## config.mk

```make
export PLATFORM = sky130hd
export DESIGN_NAME = cmsf_top
export DESIGN_NICKNAME = d
export VERILOG_FILES = /design/src/rtl/cmsf_pkg.sv /design/src/rtl/cmsf_w1c_flags.sv /design/src/rtl/cmsf_top.sv
export SDC_FILE = /design/constraint.sdc
export NUM_CORES = 1
export LEC_CHECK = 0
export BUFFER_PORTS_ARGS = -buffer_cell sky130_fd_sc_hd__clkbuf_2
export CORE_ASPECT_RATIO = 1.25
export CORE_MARGIN = 10
export CORE_UTILIZATION = 25
export CTS_CLUSTER_SIZE = 25
export DETAILED_ROUTE_END_ITERATION = 8
export PLACE_DENSITY = 0.52
export SETUP_SLACK_MARGIN = 0.05
export SLEW_MARGIN = 30
export SYNTH_ARGS = -nofsm -noshare
export SYNTH_HDL_FRONTEND = slang
export SYNTH_SLANG_ARGS = --single-unit
```

## constraint.sdc

```tcl
create_clock -name sys_clk_i -period 4 [get_ports sys_clk_i]
set_clock_uncertainty 0.05 [all_clocks]
set_input_delay 0.6 -clock sys_clk_i [delete_from_list [all_inputs] [get_ports sys_clk_i]]
set_output_delay 0.6 -clock sys_clk_i [all_outputs]
set_load 0.01 [all_outputs]
```

## src/rtl/cmsf_pkg.sv

```systemverilog
// package: register map, field masks, reset values and engine event carriers
package cmsf_pkg;

   // ----------------------------------------------------------------
   // widths
   // ----------------------------------------------------------------
   localparam int unsigned ADDR_W = 8;
   localparam int unsigned DATA_W = 16;
   localparam int unsigned MB_N   = 16;
   localparam int unsigned MB_W   = 4;

   // ----------------------------------------------------------------
   // register byte offsets
   // ----------------------------------------------------------------
   localparam logic [7:0] OFS_PENDING   = 8'h00;
   localparam logic [7:0] OFS_CANCEL    = 8'h04;
   localparam logic [7:0] OFS_DIRECTION = 8'h08;
   localparam logic [7:0] OFS_TX_DONE   = 8'h0c;
   localparam logic [7:0] OFS_ABORT     = 8'h10;
   localparam logic [7:0] OFS_RX_DONE   = 8'h14;
   localparam logic [7:0] OFS_REMOTE    = 8'h18;
   localparam logic [7:0] OFS_IRQ_STAT  = 8'h1c;
   localparam logic [7:0] OFS_IRQ_MASK  = 8'h20;

   // ----------------------------------------------------------------
   // implemented bits and reset values
   // ----------------------------------------------------------------
   localparam logic [15:0] TX_MASK     = 16'hfffe;
   localparam logic [15:0] RX_MASK     = 16'hffff;
   localparam logic [15:0] MB0_RX_ONLY = 16'h0001;
   localparam logic [15:0] FLAG_RST    = 16'h0000;
   localparam logic [15:0] CTRL_RST    = 16'h0000;

   // ----------------------------------------------------------------
   // interrupt status and mask bit positions
   // ----------------------------------------------------------------
   localparam int unsigned IRQ_N      = 4;
   localparam int unsigned IRQ_TX     = 0;
   localparam int unsigned IRQ_ABORT  = 1;
   localparam int unsigned IRQ_RX     = 2;
   localparam int unsigned IRQ_REMOTE = 3;
   localparam logic [3:0]  IRQ_RST    = 4'h0;

   // ----------------------------------------------------------------
   // engine event carriers
   // ----------------------------------------------------------------
   typedef struct packed {
      logic            vld;
      logic [MB_W-1:0] mb;
   } cmsf_tx_evt_t;

   typedef struct packed {
      logic            vld;
      logic [MB_W-1:0] mb;
      logic            remote;
   } cmsf_rx_evt_t;

endpackage : cmsf_pkg

```

## src/rtl/cmsf_w1c_flags.sv

```systemverilog
// sixteen sticky flags, set by hardware, cleared by writing 1
`timescale 1ns/1ps
module cmsf_w1c_flags #(
   parameter logic [15:0] IMPL_MASK = 16'hffff
) (
   // clock and reset
   input  wire logic        sys_clk_i,
   input  wire logic        nrst_i,
   // set and clear vectors
   input  wire logic [15:0] set_i,
   input  wire logic [15:0] clr_i,
   // flag state
   output logic      [15:0] flags_o
);

   logic [15:0] flags_q;
   logic [15:0] flags_d;

   // ----------------------------------------------------------------
   // next value: set wins over clear
   // ----------------------------------------------------------------
   always_comb begin
      flags_d = ((flags_q & ~clr_i) | set_i) & IMPL_MASK;
   end

   always_ff @(posedge sys_clk_i or negedge nrst_i) begin
      if (!nrst_i) begin
         flags_q <= cmsf_pkg::FLAG_RST;
      end else begin
         flags_q <= flags_d;
      end
   end

   assign flags_o = flags_q;

endmodule : cmsf_w1c_flags

```

## src/rtl/cmsf_top.sv

```systemverilog
// mailbox transmit and receive status flags with register port and interrupt
`timescale 1ns/1ps
module cmsf_top (
   // clock and reset
   input  wire logic                   sys_clk_i,
   input  wire logic                   nrst_i,
   // register port
   input  wire logic [7:0]             reg_addr_i,
   input  wire logic [15:0]            reg_wdata_i,
   input  wire logic                   reg_wr_i,
   input  wire logic                   reg_rd_i,
   output logic      [15:0]            reg_rdata_o,
   // protocol engine events
   input  wire cmsf_pkg::cmsf_tx_evt_t tx_done_evt_i,
   input  wire cmsf_pkg::cmsf_tx_evt_t abort_evt_i,
   input  wire cmsf_pkg::cmsf_rx_evt_t rx_done_evt_i,
   // protocol engine control
   output logic      [15:0]            transmit_pending_o,
   output logic      [15:0]            transmit_cancel_request_o,
   output logic      [15:0]            mailbox_direction_o,
   // interrupt
   output logic                        irq_o
);

   // ----------------------------------------------------------------
   // helpers
   // ----------------------------------------------------------------
   function automatic logic [15:0] mb_onehot(input logic [3:0] mb, input logic vld);
      logic [15:0] v;
      v = 16'h0000;
      v[mb] = vld;
      return v;
   endfunction : mb_onehot

   function automatic logic wr_hit(input logic [7:0] a, input logic [7:0] ofs,
                                   input logic stb);
      return stb && (a == ofs);
   endfunction : wr_hit

   function automatic logic [15:0] clr_vec(input logic [7:0]  a,
                                           input logic [7:0]  ofs,
                                           input logic        stb,
                                           input logic [15:0] d);
      return wr_hit(a, ofs, stb) ? d : 16'h0000;
   endfunction : clr_vec

   // ----------------------------------------------------------------
   // declarations
   // ----------------------------------------------------------------
   logic [15:0] pending_q;
   logic [15:0] pending_d;
   logic [15:0] cancel_q;
   logic [15:0] cancel_d;
   logic [15:0] direction_q;
   logic [15:0] dir_eff;
   logic [15:0] tx_able;
   logic [15:0] tx_done_flags;
   logic [15:0] abort_flags;
   logic [15:0] rx_done_flags;
   logic [15:0] remote_flags;
   logic [15:0] tx_hit;
   logic [15:0] ab_hit;
   logic [15:0] rx_hit;
   logic [15:0] rf_hit;
   logic [15:0] finish;
   logic [15:0] clr_tx;
   logic [15:0] clr_ab;
   logic [15:0] clr_rx;
   logic [15:0] clr_rf;
   logic        wr_pending;
   logic        wr_cancel;
   logic        wr_direction;
   logic        wr_irq_mask;
   logic        rd_irq_stat;
   logic [3:0]  irq_stat_q;
   logic [3:0]  irq_stat_d;
   logic [3:0]  irq_mask_q;
   logic [3:0]  irq_evt;
   logic [15:0] rdata_q;
   logic [15:0] rdata_d;

   // ----------------------------------------------------------------
   // address decode
   // ----------------------------------------------------------------
   always_comb begin
      wr_pending   = wr_hit(reg_addr_i, cmsf_pkg::OFS_PENDING, reg_wr_i);
      wr_cancel    = wr_hit(reg_addr_i, cmsf_pkg::OFS_CANCEL, reg_wr_i);
      wr_direction = wr_hit(reg_addr_i, cmsf_pkg::OFS_DIRECTION, reg_wr_i);
      wr_irq_mask  = wr_hit(reg_addr_i, cmsf_pkg::OFS_IRQ_MASK, reg_wr_i);
      rd_irq_stat  = wr_hit(reg_addr_i, cmsf_pkg::OFS_IRQ_STAT, reg_rd_i);
      clr_tx = clr_vec(reg_addr_i, cmsf_pkg::OFS_TX_DONE, reg_wr_i, reg_wdata_i);
      clr_ab = clr_vec(reg_addr_i, cmsf_pkg::OFS_ABORT, reg_wr_i, reg_wdata_i);
      clr_rx = clr_vec(reg_addr_i, cmsf_pkg::OFS_RX_DONE, reg_wr_i, reg_wdata_i);
      clr_rf = clr_vec(reg_addr_i, cmsf_pkg::OFS_REMOTE, reg_wr_i, reg_wdata_i);
   end

   // ----------------------------------------------------------------
   // mailbox direction
   // ----------------------------------------------------------------
   always_ff @(posedge sys_clk_i or negedge nrst_i) begin
      if (!nrst_i) begin
         direction_q <= cmsf_pkg::CTRL_RST;
      end else if (wr_direction) begin
         direction_q <= reg_wdata_i & cmsf_pkg::TX_MASK;
      end
   end

   // mailbox 0 always behaves as receiver
   assign dir_eff = direction_q | cmsf_pkg::MB0_RX_ONLY;

   // ----------------------------------------------------------------
   // transmit-capable mailboxes
   // ----------------------------------------------------------------
   assign tx_able = ~dir_eff & cmsf_pkg::TX_MASK;

   // ----------------------------------------------------------------
   // engine event qualification
   // ----------------------------------------------------------------
   always_comb begin
      // success only counts for a waiting transmit mailbox
      tx_hit = mb_onehot(tx_done_evt_i.mb, tx_done_evt_i.vld)
               & pending_q & tx_able;
      // cancel counts only if requested and not beaten by a send
      ab_hit = mb_onehot(abort_evt_i.mb, abort_evt_i.vld)
               & pending_q & cancel_q & ~tx_hit & cmsf_pkg::TX_MASK;
      // receptions land only in receive mailboxes
      rx_hit = mb_onehot(rx_done_evt_i.mb, rx_done_evt_i.vld)
               & dir_eff & cmsf_pkg::RX_MASK;
      rf_hit = rx_hit & {16{rx_done_evt_i.remote}};
      finish = tx_hit | ab_hit;
   end

   // ----------------------------------------------------------------
   // transmit pending
   // ----------------------------------------------------------------
   always_comb begin
      pending_d = pending_q & ~finish;
      if (wr_pending) begin
         pending_d = pending_d | (reg_wdata_i & tx_able);
      end
   end

   always_ff @(posedge sys_clk_i or negedge nrst_i) begin
      if (!nrst_i) begin
         pending_q <= cmsf_pkg::CTRL_RST;
      end else begin
         pending_q <= pending_d;
      end
   end

   // ----------------------------------------------------------------
   // transmit cancel request
   // ----------------------------------------------------------------
   always_comb begin
      // request drops when its message is gone either way
      cancel_d = cancel_q & pending_q & ~finish;
      if (wr_cancel) begin
         cancel_d = cancel_d | (reg_wdata_i & pending_q & ~finish & cmsf_pkg::TX_MASK);
      end
   end

   always_ff @(posedge sys_clk_i or negedge nrst_i) begin
      if (!nrst_i) begin
         cancel_q <= cmsf_pkg::CTRL_RST;
      end else begin
         cancel_q <= cancel_d;
      end
   end

   // ----------------------------------------------------------------
   // completion flag registers
   // ----------------------------------------------------------------
   cmsf_w1c_flags #(
      .IMPL_MASK (cmsf_pkg::TX_MASK)
   ) u_tx_done (
      .sys_clk_i (sys_clk_i),
      .nrst_i    (nrst_i),
      .set_i     (tx_hit),
      .clr_i     (clr_tx),
      .flags_o   (tx_done_flags)
   );

   cmsf_w1c_flags #(
      .IMPL_MASK (cmsf_pkg::TX_MASK)
   ) u_abort_done (
      .sys_clk_i (sys_clk_i),
      .nrst_i    (nrst_i),
      .set_i     (ab_hit),
      .clr_i     (clr_ab),
      .flags_o   (abort_flags)
   );

   cmsf_w1c_flags #(
      .IMPL_MASK (cmsf_pkg::RX_MASK)
   ) u_rx_done (
      .sys_clk_i (sys_clk_i),
      .nrst_i    (nrst_i),
      .set_i     (rx_hit),
      .clr_i     (clr_rx),
      .flags_o   (rx_done_flags)
   );

   cmsf_w1c_flags #(
      .IMPL_MASK (cmsf_pkg::RX_MASK)
   ) u_remote (
      .sys_clk_i (sys_clk_i),
      .nrst_i    (nrst_i),
      .set_i     (rf_hit),
      .clr_i     (clr_rf),
      .flags_o   (remote_flags)
   );

   // ----------------------------------------------------------------
   // interrupt status
   // ----------------------------------------------------------------
   always_comb begin
      irq_evt = 4'h0;
      irq_evt[cmsf_pkg::IRQ_TX]     = |tx_hit;
      irq_evt[cmsf_pkg::IRQ_ABORT]  = |ab_hit;
      irq_evt[cmsf_pkg::IRQ_RX]     = |rx_hit;
      irq_evt[cmsf_pkg::IRQ_REMOTE] = |rf_hit;
      // read clears, new event in same cycle survives
      irq_stat_d = (rd_irq_stat ? 4'h0 : irq_stat_q) | irq_evt;
   end

   always_ff @(posedge sys_clk_i or negedge nrst_i) begin
      if (!nrst_i) begin
         irq_stat_q <= cmsf_pkg::IRQ_RST;
      end else begin
         irq_stat_q <= irq_stat_d;
      end
   end

   // ----------------------------------------------------------------
   // interrupt mask
   // ----------------------------------------------------------------
   always_ff @(posedge sys_clk_i or negedge nrst_i) begin
      if (!nrst_i) begin
         irq_mask_q <= cmsf_pkg::IRQ_RST;
      end else if (wr_irq_mask) begin
         irq_mask_q <= reg_wdata_i[3:0];
      end
   end

   // ----------------------------------------------------------------
   // interrupt output
   // ----------------------------------------------------------------
   assign irq_o = |(irq_stat_q & irq_mask_q);

   // ----------------------------------------------------------------
   // read path
   // ----------------------------------------------------------------
   always_comb begin
      rdata_d = 16'h0000;
      if (reg_rd_i) begin
         case (reg_addr_i)
            cmsf_pkg::OFS_PENDING:   rdata_d = pending_q;
            cmsf_pkg::OFS_CANCEL:    rdata_d = cancel_q;
            cmsf_pkg::OFS_DIRECTION: rdata_d = dir_eff;
            cmsf_pkg::OFS_TX_DONE:   rdata_d = tx_done_flags;
            cmsf_pkg::OFS_ABORT:     rdata_d = abort_flags;
            cmsf_pkg::OFS_RX_DONE:   rdata_d = rx_done_flags;
            cmsf_pkg::OFS_REMOTE:    rdata_d = remote_flags;
            cmsf_pkg::OFS_IRQ_STAT:  rdata_d = {12'h000, irq_stat_q};
            cmsf_pkg::OFS_IRQ_MASK:  rdata_d = {12'h000, irq_mask_q};
            default:                 rdata_d = 16'h0000;
         endcase
      end
   end

   // ----------------------------------------------------------------
   // read data register
   // ----------------------------------------------------------------
   always_ff @(posedge sys_clk_i or negedge nrst_i) begin
      if (!nrst_i) begin
         rdata_q <= 16'h0000;
      end else begin
         rdata_q <= rdata_d;
      end
   end

   // ----------------------------------------------------------------
   // outputs
   // ----------------------------------------------------------------
   assign reg_rdata_o               = rdata_q;
   assign transmit_pending_o        = pending_q;
   assign transmit_cancel_request_o = cancel_q;
   assign mailbox_direction_o       = dir_eff;

endmodule : cmsf_top

```

==> flow_summary_export.csv <==
group,metric,value,unit
pwr,fin_total_pwr,3.25,mW
detailed_routing,ant_nets,0,
synthesis,ys_warn_count,0,
floorplan,die_w,165,um
synthesis,synthMuxAreaShare,4.38,%
critical_path,slowest_delay,0.75,ns
detailed_routing,drc_errors,0,
placement,port-buffer-count,105,
layout,nets,799,
synthesis,async_flop_share,100,%
synthesis,synthSimpleGateAreaFrac,22.9,%
critical_path,crit_type,"primary input to register",
layout,antenna_cells,0,
cts,cts_buffers,17,
critical_path,reg2reg_slack,1.69,ns
cts,path_clk_slew,0.06,ns
grt,grt_pass1_vias,6047,
critical_path,critical-path-top-delay-family,"simple AND/OR/NAND/NOR gates",
synthesis,synth_compound_area_share,19.5,%
timing,slew_viol_final,0,
cts,cts_setup_buffers,0,
cts,cts_resized,0,
cts,cts_sinks,131,
layout,final_util,31.0,%
grt,grt_overflow,0,
grt,grt_pass1_wl,39.7,mm
layout,layout.cell_area.non_filler,8070,sq um
cts,cts_max_level,4,
pwr,switching_power,0.856,mW
detailed_routing,wl_per_cell,23.6,um
pwr,p_leak,3.65,nW
synthesis,synth_top_area_share,49.9,%
critical_path,crit_path_end_kind,"register",
floorplan,dieArea,33200,sq um
grt,grt_use_total,15.8,%
detailed_routing,firstDrtPassIters,5,
critical_path,reg2reg_depth,4,
synthesis,syn_area,6570,sq um
pwr,pwr-share-comb,7.2,%
cts,clockBufferDepth,2,
floorplan,die_h,201,um
floorplan,io-pin-count,109,
layout,drive_above_1_share,25.1,%
placement,post-place-cells,1076,
placement,dpl_cell_area,7480,sq um
run_status,outcome,"finished clean",
detailed_routing,drt-total-wl,26.1,mm
timing,max_slew_margin,35.4,%
placement,place.gp.congestion,0.860,
pwr,power.internal,2.40,mW
floorplan,row_count,66,
detailed_routing,drt_iter0_drc,600,
placement,post-place-ws,0.983,ns
grt,antenna_found_initial,0,
pwr,ir_drop,0.265,mV
synthesis,ys_seq_area_share,49.9,%
timing,hold_ws,0.140,ns
synthesis,yosys.area.top_type,"dfrtp_1",
layout,stdcell_count,1108,
synthesis,synth_edf_count,0,
timing,period_share,65.2,%
synthesis,synth_xor_area_share,0,%
pwr,powerDensity,403,nW/um^2
critical_path,cp_cell_sequence,"clkbuf_2 > or4_1 > nor4_4 > and2_1 > buf_4 > a21oi_1 > nor2_1",
critical_path,path_buf_inv,2,
critical_path,startpoint_type,"primary input",
run,drv_cap,0,
cts,cts_tree,"built",
timing,tightest_slew,0.967,ns
synthesis,ys.flop_type,"dfrtp_1",
layout,area.growth.synth_to_final,22.7,%
timing,fin_ws,1.39,ns
synthesis,ys_ff_latch,131,
timing,setup_viol,0,
critical_path,cp_data_arrival_time,2.91,ns
timing,fin_crit,2.61,ns
synthesis,yosys.area_share.adder,0,%
synthesis,yosys-top-cells-count,"131 x dfrtp_1, 110 x nand2_1, 30 x a22oi_1",
synthesis,synthTopCellsByArea,"dfrtp_1 50%, nand2_1 6.3%, a22oi_1 3.4%",
floorplan,initial_utilization,25.3,%
critical_path,r2r_end,"irq_stat_q[1]",
critical_path,r2r_start,"transmit_pending_o[4]",
detailed_routing,num_vias,5854,
detailed_routing,vias_per_cell,5.28,
cts,cts-hold-fix-buffers,0,
timing,tns,0,ns
pwr,pwr-share-clk,48.8,%
floorplan,core,26000,sq um
cts,clock_latency,0.43,ns
synthesis,synthCells,643,
critical_path,required,4.30,ns
cts,clock-root-buffer,"clkbuf_16",
pwr,p_seq_share,43.9,%
critical_path,path_max_fanout,15,
placement,dp_hpwl,19.0,mm
synthesis,synth_top_family_by_area,"simple AND/OR/NAND/NOR gates",
synthesis,synth_area_per_cell,10.2,sq um
critical_path,cp_slowest_cell,"or4_1",
pwr,switching_share,26.3,%
grt,grt_max_degree,67,
timing,fmax,384,MHz
timing,finalHoldViolCount,0,
worst_hold_path,worstHoldPathType,"primary input to async pin",
synthesis,ys_types,64,
timing,rsz0062_at_grt,"no",
synthesis,synth.most_common_cell,"dfrtp_1",
==> worst max-delay path by stage <==
stage                   from                           end  slack, ns  cells after the start
5_1_grt        reg_addr_i[4]         transmit_pending_o[1]       1.20                      6
4_1_cts        reg_addr_i[4]  transmit_cancel_request_o[3]       1.42                      7
6_report       reg_addr_i[4]  transmit_cancel_request_o[3]       1.39                      7
3_5_place_dp   reg_addr_i[4]  transmit_cancel_request_o[1]       0.98                      7
3_3_place_gp   reg_addr_i[4]         transmit_pending_o[1]       1.01                      6
2_1_floorplan  reg_addr_i[4]               direction_q[10]       1.71                      7
==> flip-flops by register name, indices dropped and copies added, names as in the netlist <==
signal / flops
u_remote.flags_o: 16
u_abort_done.flags_o: 15
irq_mask_q: 4
direction_q: 15
u_tx_done.flags_o: 15
reg_rdata_o: 16
irq_stat_q: 4
u_rx_done.flags_o: 16
transmit_pending_o: 15
transmit_cancel_request_o: 15
==> per-layer routing <==
layer	vias to the layer above	global-route usage (%)	part of all wire (%)
met5	-	0	0
met4	0	4.44	1.7
met3	26	4.17	7.5
met2	232	24.9	48
met1	2953	20.7	43
li1	2643	-	-
==> cell usage in the layout (no fill, tap or decap), types with 5 or more instances in the layout <==
master / count
a21o_1: 16
a21oi_1: 7
a21oi_2: 10
a222oi_1: 16
a22o_1: 18
a22oi_1: 30
a31oi_1: 12
and2_1: 5
and3_1: 17
buf_4: 15
clkbuf_16: 17
clkbuf_2: 104
dfrtp_1: 131
inv_1: 11
mux2_1: 10
mux2_2: 10
nand2_1: 110
nand2b_1: 20
nand3_1: 21
nand3b_1: 9
nand4_1: 10
nor2_1: 17
nor2_2: 10
nor2b_1: 5
nor3_1: 6
nor3b_1: 7
o21ai_0: 27
o2bb2ai_1: 7
or3_1: 6
or4_1: 6
==> power by group through the flow <==
stage / Combinational (mW) / Sequential, mW / Clock [mW]
finish: 0.235 / 1.43 / 1.59
global route: 0.261 / 1.43 / 1.68
CTS: 0.238 / 1.43 / 1.61
detailed placement: 0.237 / 1.45 / 0
global placement: 0.234 / 1.45 / 0
floorplan: 0.103 / 1.43 / 0
==> cells by family (layout without fill, tap and decap cells) <==
group                  after synthesis  after routing
flip-flops                         131            131
AO/OA/AOI/OAI                      171            171
AND/OR/NAND/NOR                    275            275
buffers and inverters               39            163
other                                2              3
multiplexers                        25             25
==> final cells by class <==
class / instances / area [sq um]
clock buffer: 18 / 439
clock inverter: 14 / 151
fill: 2729 / 17900
inverter: 11 / 41.3
multi-input combinational: 474 / 3090
sequential: 131 / 3280
tap: 340 / 425
timing repair buffer: 120 / 644
No activity file was read; power rests on OpenSTA's default activity.
